===== src/design/hpc_pkg.sv =====
package hpc_pkg;
   // Register offsets
   localparam logic [7:0] ADDR_CFG_TWO   = 8'he5;
   localparam logic [7:0] ADDR_CFG_THREE = 8'he6;
   localparam logic [7:0] ADDR_FIXED     = 8'he7;
   localparam logic [7:0] ADDR_DIS_SELF  = 8'he8;
   localparam logic [7:0] ADDR_DIS_BUS   = 8'he9;
   localparam logic [7:0] ADDR_MAP_12    = 8'hfb;
   localparam logic [7:0] ADDR_MAP_3     = 8'hfc;
   localparam logic [7:0] ADDR_STATUS    = 8'hf0;
   localparam logic [7:0] ADDR_MAP_OUT   = 8'hf1;

   // Writable bit masks, reserved bits stay zero
   localparam logic [7:0] MASK_CFG_TWO   = 8'h3c;
   localparam logic [7:0] MASK_CFG_THREE = 8'h08;
   localparam logic [7:0] MASK_PORTS     = 8'h0e;
   localparam logic [7:0] MASK_MAP_12    = 8'hff;
   localparam logic [7:0] MASK_MAP_3     = 8'h0f;
   localparam logic [7:0] RESET_BYTE     = 8'h00;

   // Field positions
   localparam int OC_LSB       = 4;
   localparam int COMPOUND_BIT = 3;
   localparam int REMAP_BIT    = 3;
   localparam int PORT_LSB     = 1;
   localparam int NUM_PORTS    = 3;

   // Over-current filter delay choices
   localparam int OC_DELAY_0_NS = 50;
   localparam int OC_DELAY_1_NS = 100;
   localparam int OC_DELAY_2_NS = 200;
   localparam int OC_DELAY_3_NS = 400;
   localparam int CLK_PERIOD_NS = 20;
   localparam logic [4:0] OC_CYC_0 = 5'((OC_DELAY_0_NS + CLK_PERIOD_NS - 1) / CLK_PERIOD_NS);
   localparam logic [4:0] OC_CYC_1 = 5'((OC_DELAY_1_NS + CLK_PERIOD_NS - 1) / CLK_PERIOD_NS);
   localparam logic [4:0] OC_CYC_2 = 5'((OC_DELAY_2_NS + CLK_PERIOD_NS - 1) / CLK_PERIOD_NS);
   localparam logic [4:0] OC_CYC_3 = 5'((OC_DELAY_3_NS + CLK_PERIOD_NS - 1) / CLK_PERIOD_NS);

   // Descriptor-facing summary for the enumeration logic
   typedef struct packed {
      logic       compound;   // Hub reported as compound device
      logic [1:0] port_count; // Number of enabled ports
      logic [2:0] fixed_mask; // Non-removable, per reported active port
   } hpc_report_t;

   typedef enum logic [0:0] {
      HPC_MODE_STANDARD = 1'b0,
      HPC_MODE_REMAP    = 1'b1
   } hpc_mode_t;
endpackage


===== src/design/hpc_port_config.sv =====
// Summary of operation
// Bits 5:4 of byte two pick an over-current filter delay of 50, 100, 200 or 400 ns.
// Bit 3 of byte two makes the hub report itself as part of a compound device.
// The configuring party must also mark the embedded function's port as non-removable.
// With strap configuration, any non-removable strap forces the compound report.
// Byte three bit 3 low selects standard mode, where physical port n is reported as n.
// In standard mode enabled ports above a disabled one are renumbered downward.
// Standard mode takes port enables from straps or the self and bus powered disable bytes, reset zero.
// Byte three bit 3 high takes reported numbers from two map registers, reset zero.
// In the fixed-attach byte bits 1 to 3 mark ports 1 to 3 non-removable; other bits reserved.
// The hub reports which active ports hold a permanently attached device.
// Under internal defaults the non-removable marks come from two strap pins.
// Firmware must set fixed-attach bit 1 so the internal reader is seen as fixed.
// Ports disabled in any order give a correct enabled count and reordered active ports.
// Reserved bits read as zero and writes to them do nothing.
module hpc_port_config
(
   input  wire logic                     clk,          // Core clock, 50 MHz
   input  wire logic                     sys_rst,      // Async reset, active high
   input  wire logic                     clk_en,       // Freezes all state when low
   input  wire logic [7:0]               reg_addr,     // Register address
   input  wire logic [7:0]               reg_wdata,    // Write data
   input  wire logic                     reg_wr,       // Write strobe
   input  wire logic                     reg_rd,       // Read strobe
   output logic      [7:0]               reg_rdata,    // Read data, cycle after strobe
   input  wire logic                     strap_mode,   // Pin: config from straps/defaults
   input  wire logic                     self_powered, // Pin level: self-powered operation
   input  wire logic [1:0]               fixed_attach_straps, // Pins: non-removable marks
   input  wire logic [1:0]               port_dis_straps,     // Pins: port disables
   input  wire logic [2:0]               oc_sense,     // Pins: raw over-current per port
   output logic      [2:0]               oc_fault,     // Filtered over-current per port
   output hpc_pkg::hpc_report_t          report,       // Summary for enumeration
   output logic      [5:0]               port_number   // Reported number per physical port, 2 bits each
);
   // Software registers
   logic [7:0] cfg_two_reg;
   logic [7:0] cfg_three_reg;
   logic [7:0] fixed_reg;
   logic [7:0] dis_self_reg;
   logic [7:0] dis_bus_reg;
   logic [7:0] map_12_reg;
   logic [7:0] map_3_reg;

   // Pin synchronisers, first stage feeds only the second
   logic [6:0] pin_meta_reg;
   logic [6:0] pin_sync_reg;
   logic [2:0] oc_meta_reg;
   logic [2:0] oc_sync_reg;

   logic       s_strap;
   logic       s_self;
   logic [1:0] s_fixed;
   logic [1:0] s_dis;

   assign s_strap = pin_sync_reg[0];
   assign s_self  = pin_sync_reg[1];
   assign s_fixed = pin_sync_reg[3:2];
   assign s_dis   = pin_sync_reg[5:4];

   // Two-flop synchronisers for every pin
   always_ff @(posedge clk or posedge sys_rst)
   begin
      if (sys_rst)
      begin
         pin_meta_reg <= 7'h00;
         pin_sync_reg <= 7'h00;
         oc_meta_reg  <= 3'h0;
         oc_sync_reg  <= 3'h0;
      end
      else if (clk_en)
      begin
         pin_meta_reg <= {1'b0, port_dis_straps, fixed_attach_straps, self_powered, strap_mode};
         pin_sync_reg <= pin_meta_reg;
         oc_meta_reg  <= oc_sense;
         oc_sync_reg  <= oc_meta_reg;
      end
   end

   // Address decode
   logic hit_two;
   logic hit_three;
   logic hit_fixed;
   logic hit_dis_s;
   logic hit_dis_b;
   logic hit_map12;
   logic hit_map3;
   logic hit_stat;
   logic hit_map_out;
   assign hit_two     = reg_addr == hpc_pkg::ADDR_CFG_TWO;
   assign hit_three   = reg_addr == hpc_pkg::ADDR_CFG_THREE;
   assign hit_fixed   = reg_addr == hpc_pkg::ADDR_FIXED;
   assign hit_dis_s   = reg_addr == hpc_pkg::ADDR_DIS_SELF;
   assign hit_dis_b   = reg_addr == hpc_pkg::ADDR_DIS_BUS;
   assign hit_map12   = reg_addr == hpc_pkg::ADDR_MAP_12;
   assign hit_map3    = reg_addr == hpc_pkg::ADDR_MAP_3;
   assign hit_stat    = reg_addr == hpc_pkg::ADDR_STATUS;
   assign hit_map_out = reg_addr == hpc_pkg::ADDR_MAP_OUT;

   // Register writes; masks drop reserved bits so they never steer logic
   always_ff @(posedge clk or posedge sys_rst)
   begin
      if (sys_rst)
      begin
         cfg_two_reg   <= hpc_pkg::RESET_BYTE;
         cfg_three_reg <= hpc_pkg::RESET_BYTE;
         fixed_reg     <= hpc_pkg::RESET_BYTE;
         dis_self_reg  <= hpc_pkg::RESET_BYTE;
         dis_bus_reg   <= hpc_pkg::RESET_BYTE;
         map_12_reg    <= hpc_pkg::RESET_BYTE;
         map_3_reg     <= hpc_pkg::RESET_BYTE;
      end
      else if (clk_en && reg_wr)
      begin
         if (hit_two)
            cfg_two_reg <= reg_wdata & hpc_pkg::MASK_CFG_TWO;
         else if (hit_three)
            cfg_three_reg <= reg_wdata & hpc_pkg::MASK_CFG_THREE;
         else if (hit_fixed)
            fixed_reg <= reg_wdata & hpc_pkg::MASK_PORTS;
         else if (hit_dis_s)
            dis_self_reg <= reg_wdata & hpc_pkg::MASK_PORTS;
         else if (hit_dis_b)
            dis_bus_reg <= reg_wdata & hpc_pkg::MASK_PORTS;
         else if (hit_map12)
            map_12_reg <= reg_wdata & hpc_pkg::MASK_MAP_12;
         else if (hit_map3)
            map_3_reg <= reg_wdata & hpc_pkg::MASK_MAP_3;
      end
   end

   // Effective fixed-attach and disable masks, per physical port 1..3
   logic [2:0] fixed_eff;
   logic [2:0] dis_eff;
   hpc_pkg::hpc_mode_t mode;
   assign fixed_eff = s_strap ? {1'b0, s_fixed}
                              : fixed_reg[hpc_pkg::PORT_LSB +: hpc_pkg::NUM_PORTS];
   assign dis_eff   = s_strap ? {1'b0, s_dis}
                              : (s_self ? dis_self_reg[hpc_pkg::PORT_LSB +: hpc_pkg::NUM_PORTS]
                                        : dis_bus_reg[hpc_pkg::PORT_LSB +: hpc_pkg::NUM_PORTS]);
   assign mode      = hpc_pkg::hpc_mode_t'(cfg_three_reg[hpc_pkg::REMAP_BIT]);

   // Compound report: register bit, or with straps only the OR of the strap fixed ports.
   // The firmware is trusted to mark the embedded port itself.
   logic compound_eff;
   assign compound_eff = s_strap ? (|fixed_eff)
                                 : cfg_two_reg[hpc_pkg::COMPOUND_BIT];

   // Per-port number: contiguous count in standard mode, low two bits of the map nibble in remap mode.
   // A disabled port reports zero in standard mode; a zero map entry also means unused.
   logic [1:0] num_next [hpc_pkg::NUM_PORTS];
   logic [1:0] rank     [hpc_pkg::NUM_PORTS + 1];
   logic [2:0] active;
   logic [3:0] map_nib  [hpc_pkg::NUM_PORTS];
   assign rank[0]    = 2'h0;
   assign map_nib[0] = map_12_reg[3:0];
   assign map_nib[1] = map_12_reg[7:4];
   assign map_nib[2] = map_3_reg[3:0];

   genvar gi;
   generate
      for (gi = 0; gi < hpc_pkg::NUM_PORTS; gi++)
      begin : g_port
         // Running count of enabled ports below gives the downward renumbering
         assign rank[gi + 1] = rank[gi] + {1'b0, ~dis_eff[gi]}; // see R6
         assign num_next[gi] = (mode == hpc_pkg::HPC_MODE_REMAP) ? map_nib[gi][1:0]
                             : (dis_eff[gi] ? 2'h0 : rank[gi + 1]);
         assign active[gi]   = (num_next[gi] != 2'h0);
      end
   endgenerate

   // Enabled count and per-active-port fixed flags, indexed by reported number
   logic [1:0] count_next;
   logic [2:0] fixed_rep;
   always_comb
   begin
      count_next = 2'h0;
      fixed_rep  = 3'h0;
      for (int i = 0; i < hpc_pkg::NUM_PORTS; i++)
      begin
         if (active[i])
         begin
            count_next = count_next + 2'h1;
            if (fixed_eff[i])
               fixed_rep[num_next[i] - 2'h1] = 1'b1;
         end
      end
   end

   // Registered outputs for enumeration
   always_ff @(posedge clk or posedge sys_rst)
   begin
      if (sys_rst)
      begin
         report      <= '0;
         port_number <= 6'h00;
      end
      else if (clk_en)
      begin
         report.compound   <= compound_eff;
         report.port_count <= count_next;
         report.fixed_mask <= fixed_rep;
         port_number       <= {num_next[2], num_next[1], num_next[0]};
      end
   end

   // Read mux, unmapped addresses read zero
   logic [7:0] rd_next;
   assign rd_next = hit_two     ? cfg_two_reg :
                    hit_three   ? cfg_three_reg :
                    hit_fixed   ? fixed_reg :
                    hit_dis_s   ? dis_self_reg :
                    hit_dis_b   ? dis_bus_reg :
                    hit_map12   ? map_12_reg :
                    hit_map3    ? map_3_reg :
                    hit_stat    ? {s_strap, compound_eff, count_next, 1'b0, dis_eff} :
                    hit_map_out ? {2'b00, num_next[2], num_next[1], num_next[0]} : 8'h00;

   // Read data stand only in the cycle after the strobe
   always_ff @(posedge clk or posedge sys_rst)
   begin
      if (sys_rst)
         reg_rdata <= 8'h00;
      else if (clk_en)
         reg_rdata <= reg_rd ? rd_next : 8'h00;
   end

   // Over-current filters share one delay code
   genvar go;
   generate
      for (go = 0; go < hpc_pkg::NUM_PORTS; go++)
      begin : g_oc
         hpc_oc_filter u_filt
         (
            .clk       (clk),
            .sys_rst   (sys_rst),
            .clk_en    (clk_en),
            .delay_sel (cfg_two_reg[hpc_pkg::OC_LSB +: 2]),
            .oc_raw    (oc_sync_reg[go]),
            .oc_out    (oc_fault[go])
         );
      end
   endgenerate
endmodule


===== src/design/hpc_oc_filter.sv =====
// Over-current filter: the fault must persist for the selected delay
module hpc_oc_filter
(
   input  wire logic       clk,       // Core clock
   input  wire logic       sys_rst,   // Async reset
   input  wire logic       clk_en,    // Freeze when low
   input  wire logic [1:0] delay_sel, // Delay code
   input  wire logic       oc_raw,    // Synchronised raw fault
   output logic            oc_out     // Filtered fault
);
   logic [4:0] cnt_reg;
   logic [4:0] limit;

   // Round-up cycle counts keep the delay at least as long as chosen
   assign limit = (delay_sel == 2'b00) ? hpc_pkg::OC_CYC_0 :
                  (delay_sel == 2'b01) ? hpc_pkg::OC_CYC_1 :
                  (delay_sel == 2'b10) ? hpc_pkg::OC_CYC_2 : hpc_pkg::OC_CYC_3;

   // Count while the fault stands, drop at once when it clears
   always_ff @(posedge clk or posedge sys_rst)
   begin
      if (sys_rst)
      begin
         cnt_reg <= 5'h00;
         oc_out  <= 1'b0;
      end
      else if (clk_en)
      begin
         if (!oc_raw)
         begin
            cnt_reg <= 5'h00;
            oc_out  <= 1'b0;
         end
         else if (cnt_reg >= limit - 5'h01)
            oc_out <= 1'b1;
         else
            cnt_reg <= cnt_reg + 5'h01;
      end
   end
endmodule


===== config.mk =====
export PLATFORM = sky130hd
export DESIGN_NAME = hpc_port_config
export DESIGN_NICKNAME = d
export VERILOG_FILES = /design/src/design/hpc_pkg.sv /design/src/design/hpc_port_config.sv /design/src/design/hpc_oc_filter.sv
export SDC_FILE = /design/constraint.sdc
export NUM_CORES = 1
export LEC_CHECK = 0
export BUFFER_PORTS_ARGS = -buffer_cell sky130_fd_sc_hd__buf_4
export CAP_MARGIN = 20
export CORE_MARGIN = 1.5
export CORE_UTILIZATION = 50
export CTS_CLUSTER_DIAMETER = 60
export CTS_CLUSTER_SIZE = 12
export DETAILED_ROUTE_END_ITERATION = 7
export GPL_ROUTABILITY_DRIVEN = 0
export PLACE_DENSITY = 0.8
export SLEW_MARGIN = 10
export SYNTH_ARGS = -nofsm -noshare
export SYNTH_HDL_FRONTEND = slang
export SYNTH_SLANG_ARGS = --single-unit

===== constraint.sdc =====
create_clock -name clk -period 2.9 [get_ports clk]
set_clock_uncertainty 0.1 [all_clocks]
set_input_delay 0 -clock clk [delete_from_list [all_inputs] [get_ports clk]]
set_output_delay 0 -clock clk [all_outputs]
set_load 0.01 [all_outputs]

==> results.py, run 1 <==
metrics = {
    "status": {
        "status": "completed",
    },
    "sta": {
        "max_freq_ghz": 0.375,
        "min_period_ns": 2.66,
        "finalHoldViolCount": 0,
        "slew_violations": 0,
        "fin_tns_setup_ns": 0,
        "fin_crit_sh_pct": 91.9,
        "layout_setup_ws_ns": 0.236,
        "worst_pin_slew_ns": 0.875,
        "setup_viol": 0,
        "maxSlewHeadroom_pct": 41.6,
        "rsz0062_at_grt": "false",
    },
    "layout": {
        "largest_reg_flops": 15,
        "multi_input_area_um2": 2400,
        "area_delta_synth_final_pct": 18.6,
        "nFillCells": 733,
        "final_util_pct": 61.9,
        "layout.nets": 576,
        "antenna_cells": 0,
        "drive_gt1_share_pct": 24.5,
        "finalNonFillerCells": 631,
        "regArea_um2": 2050,
    },
    "yosys": {
        "synth_area_leaders": "dfrtp_1 44%, mux2_2 11%, ha_1 7.6%, nor2_1 3.8%, a21oi_1 2.9%",
        "ys_seq_area_share_pct": 44.4,
        "synthTopCellsByCount": "82 x dfrtp_1, 47 x nor2_1, 44 x mux2_2, 32 x nand2_1, 28 x ha_1",
        "avgSynthCellArea_um2": 10.3,
        "synth_cell_types": 64,
        "synth_top_area_share_pct": 44.4,
        "synth_top_area_cell": "dfrtp_1",
        "synth-seq-cells": 82,
        "ys_warn_count": 0,
        "async_reset_ff_share_pct": 100,
        "syn_area_um2": 4620,
        "synth-edff-count": 0,
        "synth.most_common_cell": "dfrtp_1",
        "ys.flop_type": "dfrtp_1",
        "synthCells": 450,
        "syn_nets": 508,
    },
    "worst_setup_path": {
        "crit_type": "flop to flop",
        "arrival_ns": 2.84,
        "cp.required_ns": 3.08,
        "cp-end-kind": "flop",
        "worst_setup_path_start_kind": "flop",
        "critPathMaxFanout": 4,
    },
    "die": {
        "die_w_um": 99.1,
        "start_util_pct": 52.2,
        "rows": 34,
        "core_um2": 8850,
        "die_h_um": 99.1,
        "fp.dieArea_um2": 9830,
        "top_level_ports": 53,
    },
    "drt": {
        "drcViolationCount": 0,
        "drt.antenna.violating_nets": 0,
        "wirelength_mm": 11.1,
        "via_count": 3751,
        "via_per_inst": 5.94,
        "dr.pass1.iters": 4,
        "dr.first_iter.drc_count": 331,
        "post_drt_wl_per_cell_um": 17.6,
    },
    "placed_design": {
        "dp_slack_ns": 0.293,
        "hpwl_mm": 7.99,
        "numPortBuffers": 52,
        "place_inst": 595,
    },
    "cts": {
        "h-tree-depth": 3,
        "clkSinkCount": 82,
        "cts_tree": "built",
        "postCtsResizedCells": 0,
        "clkTransAtPathRegs_ns": 0.08,
        "cts_inserted_buffers": 9,
        "cts_hold_buf": 20,
        "worstSkewPairLatency_ns": 0.36,
        "clockBufferDepth": 2,
        "cts_root_buf": "clkbuf_8",
        "cts_setup_buffers": 0,
    },
    "worst_hold_path": {
        "hold_class": "primary input to flop",
    },
    "global_route": {
        "grt_use_total_pct": 24.0,
        "grt_pass1_wl_mm": 18.4,
        "grt_pass1_vias": 3843,
        "antenna_found_initial": 0,
        "gr-total-overflow": 0,
        "grt_max_degree": 50,
    },
    "power_and_ir_drop": {
        "powerDensity_nw_per_um2": 540,
        "p_leak_nw": 2.52,
        "ir_drop_uv": 245,
    },
    "run": {
        "maxCapViolCount": 0,
    },
}
==> final timing paths <==
path / start / to / slack, ns / depth (start not counted)
max: pin_sync_reg[1]$_DFFE_PP0P_ / reg_rdata[5]$_DFFE_PP0P_ / 0.24 / 9
min: reg_addr[1] / cfg_two_reg[5]$_DFFE_PP0P_ / 0.02 / 4
max reg2reg: pin_sync_reg[1]$_DFFE_PP0P_ / reg_rdata[5]$_DFFE_PP0P_ / 0.24 / 9
min reg2reg: reg_rdata[7]$_DFFE_PP0P_ / reg_rdata[7]$_DFFE_PP0P_ / 0.39 / 1
max in group asynchronous: sys_rst / map_12_reg[5]$_DFFE_PP0P_ / 1.70 / 4
min in group asynchronous: sys_rst / g_oc[2].u_filt.cnt_reg[1]$_DFFE_PP0P_ / 0.25 / 3
==> cell type report <==
class                      instances  area share, %
multi-input combinational        329           43.7
sequential                        82           37.4
timing repair buffer              77           11.5
clock buffer                      12           2.65
tap                              108           2.47
inverter                          19           1.32
clock inverter                     4          0.936
==> critical path: stages, from the launching register on <==
cell and delay (ns):
dfrtp_1 0.44, mux2_2 0.36, mux2i_1 0.30, ha_1 0.34
nand2_1 0.08, o21ai_0 0.07, mux2i_1 0.38, mux2i_1 0.29
a21oi_1 0.09, o21ai_0 0.14
==> layout by cell type (no fill, tap or decap), drive strengths merged, types with 4 or more instances in the layout <==
cell	instances
clkbuf	12
o221ai	6
xnor2	11
o21ai	21
and3	4
and2	4
nor3b	4
inv	18
a31oi	7
mux2i	8
nand2	33
buf	57
ha	28
dlygate4sd3	20
dfrtp	82
mux2	47
o2bb2ai	4
nor3	12
nand3	17
a21oi	27
nor2	48
nand2b	4
==> through the flow <==
step           hold WS (ns)  power (W)  cell area, um2
2_1_floorplan        0.0168    0.00187            4620
3_3_place_gp         0.0794    0.00208            5080
3_5_place_dp         0.0944    0.00212            5080
4_1_cts              0.0120    0.00297            5480
5_1_grt              0.0454    0.00314            5480
6_report             0.0216    0.00296            5480
==> power by group <==
group / switching, W / total [W] / internal [W] / leakage (nW)
Sequential: 0.000133 / 0.00140 / 0.00127 / 1.05
Combinational: 0.000373 / 0.000723 / 0.000350 / 1.38
Clock: 0.000410 / 0.000833 / 0.000422 / 0.0966
Total: 0.000916 / 0.00296 / 0.00204 / 2.52
==> logic make-up (layout without fill, tap and decap cells) <==
kind of cell,Yosys count,after routing,share of synthesized area (%)
adders and majority gates,28,28,7.58
xor gates and xnor gates,11,11,2.08
and+or+nand+nor,147,147,16.4
buffers and inverters,39,112,3.76
muxes,55,55,13.4
DFF,82,82,44.4
AOI/OAI and AO/OA,88,88,12.3
==> routing by layer <==
layer	wire, um	vias up	track usage (%)
li1	-	1756	-
met1	4680	1822	30.4
met2	5470	149	40.2
met3	693	24	4.85
met4	259	0	10.2
met5	0	-	0
Power figures use the tool's default switching activity.
==> inputs of run 2 (changes only) <==
--- a/config.mk
+++ b/config.mk
@@ -7,12 +7,14 @@
 export LEC_CHECK = 0
 export BUFFER_PORTS_ARGS = -buffer_cell sky130_fd_sc_hd__buf_4
 export CAP_MARGIN = 20
+export CORE_ASPECT_RATIO = 1.5
 export CORE_MARGIN = 1.5
 export CORE_UTILIZATION = 50
 export CTS_CLUSTER_DIAMETER = 60
 export CTS_CLUSTER_SIZE = 12
 export DETAILED_ROUTE_END_ITERATION = 7
 export GPL_ROUTABILITY_DRIVEN = 0
+export MAX_ROUTING_LAYER = met4
 export PLACE_DENSITY = 0.8
 export SLEW_MARGIN = 10
 export SYNTH_ARGS = -nofsm -noshare
==> run 2 against run 1 <==
Cell count is 0.16% lower. Utilization rose by 0.83 points. Critical path type unchanged. Critical endpoint is now reg_rdata[4]$_DFFE_PP0P_. Largest cell class unchanged. Maximum frequency up 0.18%. Clock-buffer cell count is 1 higher. Register-to-register slack hardly changed. Global-route usage up 2.3 points.
==> results.py, run 2 (synthesis gave the netlist of run 1 again) <==
metrics = {
    "die": {
        "top_level_ports": 53,
        "rows": 42,
        "fp.dieArea_um2": 9840,
        "start_util_pct": 52.0,
        "die_w_um": 81.5,
        "core_um2": 8880,
        "die_h_um": 121,
    },
    "cts": {
        "worstSkewPairLatency_ns": 0.34,
        "postCtsResizedCells": 0,
        "h-tree-depth": 3,
        "cts_root_buf": "clkbuf_16",
        "clkSinkCount": 82,
        "clockBufferDepth": 2,
        "cts_inserted_buffers": 9,
        "cts_tree": "built",
        "clkTransAtPathRegs_ns": 0.06,
    },
    "worst_setup_path": {
        "cp-endpoint": "reg_rdata[4]$_DFFE_PP0P_",
        "critPathMaxFanout": 14,
        "reg2reg_slack_ns": 0.24,
        "cp_cell_sequence": "mux2i_1 > ha_1 > mux2i_1 > nand2_1 > ha_1 > nand2_1 > o21ai_0 > o21ai_0",
        "arrival_ns": 2.76,
        "max_stage_delay_ns": 0.61,
        "worstReg2RegStart": "pin_sync_reg[0]$_DFFE_PP0P_",
        "cp.required_ns": 3.00,
        "crit_type": "flop to flop",
        "rr_worst_depth": 8,
        "cp-end-kind": "flop",
        "critPathSlowestCell": "dfrtp_1",
        "startpoint": "pin_sync_reg[0]$_DFFE_PP0P_",
        "worst_setup_path_start_kind": "flop",
        "r2r_end": "reg_rdata[4]$_DFFE_PP0P_",
    },
    "drt": {
        "drt.antenna.violating_nets": 0,
        "via_per_inst": 5.96,
        "via_count": 3757,
        "drcViolationCount": 0,
        "wirelength_mm": 11.4,
        "dr.first_iter.drc_count": 251,
        "dr.pass1.iters": 5,
        "post_drt_wl_per_cell_um": 18.1,
    },
    "status": {
        "status": "completed",
    },
    "layout": {
        "nFillCells": 708,
        "final_area_um2": 5570,
        "antenna_cells": 0,
        "largest_reg_flops": 15,
        "area_delta_synth_final_pct": 20.6,
        "mostFrequentLayoutCells": "82 x dfrtp_1, 56 x buf_4, 47 x nor2_1",
        "final_common_cell": "dfrtp_1",
        "layout.nets": 574,
        "drive_gt1_share_pct": 24.4,
        "regArea_um2": 2050,
        "multi_input_area_um2": 2400,
    },
    "sta": {
        "fin_crit_sh_pct": 91.7,
        "fin_tns_setup_ns": 0,
        "slew_violations": 0,
        "maxSlewHeadroom_pct": 40.8,
        "max_freq_ghz": 0.376,
        "finalHoldViolCount": 0,
        "worst_pin_slew_ns": 0.887,
        "setup_viol": 0,
        "min_period_ns": 2.66,
        "rsz0062_at_grt": "false",
    },
    "power_and_ir_drop": {
        "p_leak_nw": 2.57,
        "ir_drop_uv": 337,
        "powerDensity_nw_per_um2": 593,
    },
    "global_route": {
        "antenna_found_initial": 0,
        "grt_pass1_vias": 3866,
        "gr-total-overflow": 0,
        "grt_use_total_pct": 26.3,
        "grt_pass1_wl_mm": 18.9,
        "grt_max_degree": 55,
    },
    "worst_hold_path": {
        "hold_class": "primary input to flop",
    },
    "run": {
        "maxCapViolCount": 0,
    },
    "placed_design": {
        "hpwl_mm": 8.12,
        "placed_area_um2": 5080,
        "numPortBuffers": 52,
    },
}
run 2: cell types whose count changed in the layout (fill, tap and decap cells not counted), sizes merged:
cell / change
clkinvlp: -1
buf: -1
clkbuf: +1
clkinv: -1
dlygate4sd3: -1
run 2: report_power, final:
part / internal [W] / total, W / switching (W)
clock network: 0.000731 / 0.00116 / 0.000431
registers: 0.00127 / 0.00141 / 0.000139
logic: 0.000349 / 0.000728 / 0.000379
total: 0.00235 / 0.00330 / 0.000949
run 2: repair_timing:
| action | CTS | global route |
|---|---|---|
| buffers inserted | 0 | 0 |
| setup endpoints to repair | 0 | 0 |
| hold buffers | 19 | 0 |
| endpoints found under the hold margin | 72 | 0 |
run 2: stage by stage:
step / utilization [%] / hold WS [ns] / worst slack [ns] / std cells / power (W)
2_1_floorplan: - / 0.0168 / 0.468 / 450 / 0.00187
3_3_place_gp: 57.2 / -0.00390 / 0.394 / 596 / 0.00209
3_5_place_dp: 57.2 / 0.0122 / 0.243 / 596 / 0.00213
4_1_cts: 62.8 / 0.0366 / 0.248 / 630 / 0.00333
5_1_grt: 62.8 / 0.0856 / 0.0177 / 630 / 0.00348
6_report: 62.8 / 0.0511 / 0.240 / 630 / 0.00330
run 2: critical path: cells and delay by family, from the launching register on:
family	cells	cell delay [ns]
flip-flops	1	0.61
AND/OR/NAND/NOR	2	0.24
AO/OA/AOI/OAI	2	0.27
multiplexers	2	0.70
adder cells (fa/ha/maj)	2	0.59
run 2: how the worst min path moves through the flow:
stage                       startpoint                           to  slack (ns)  depth (start not counted)
after floorplan           reg_wdata[2]   cfg_two_reg[2]$_DFFE_PP0P_        0.02                          2
after global placement         sys_rst  pin_meta_reg[2]$_DFFE_PP0P_      -0.004                          2
after detailed placement       sys_rst  pin_meta_reg[5]$_DFFE_PP0P_        0.01                          2
after CTS                  reg_addr[1]   cfg_two_reg[4]$_DFFE_PP0P_        0.04                          4
after global routing       reg_addr[1]     reg_rdata[2]$_DFFE_PP0P_        0.09                          4
final                      reg_addr[1]   cfg_two_reg[4]$_DFFE_PP0P_        0.05                          4
run 2: final cells by class:
type	count	area share, %
Multi-Input combinational cell	329	43.0
Sequential cell	82	36.8
Timing Repair Buffer	75	11.0
Clock buffer	13	4.85
Tap cell	110	2.47
Inverter	19	1.30
Clock inverter	2	0.629
run 2: layer usage:
| layer | wire length [um] | global-route usage [%] | up-vias | share of wire [%] |
|---|---|---|---|---|
| li1 | - | - | 1750 | - |
| met1 | 4420 | 30.4 | 1842 | 39 |
| met2 | 6080 | 44.1 | 139 | 53 |
| met3 | 566 | 4.45 | 26 | 5.0 |
| met4 | 339 | 11.3 | 0 | 3.0 |
| met5 | 0 | - | - | 0 |
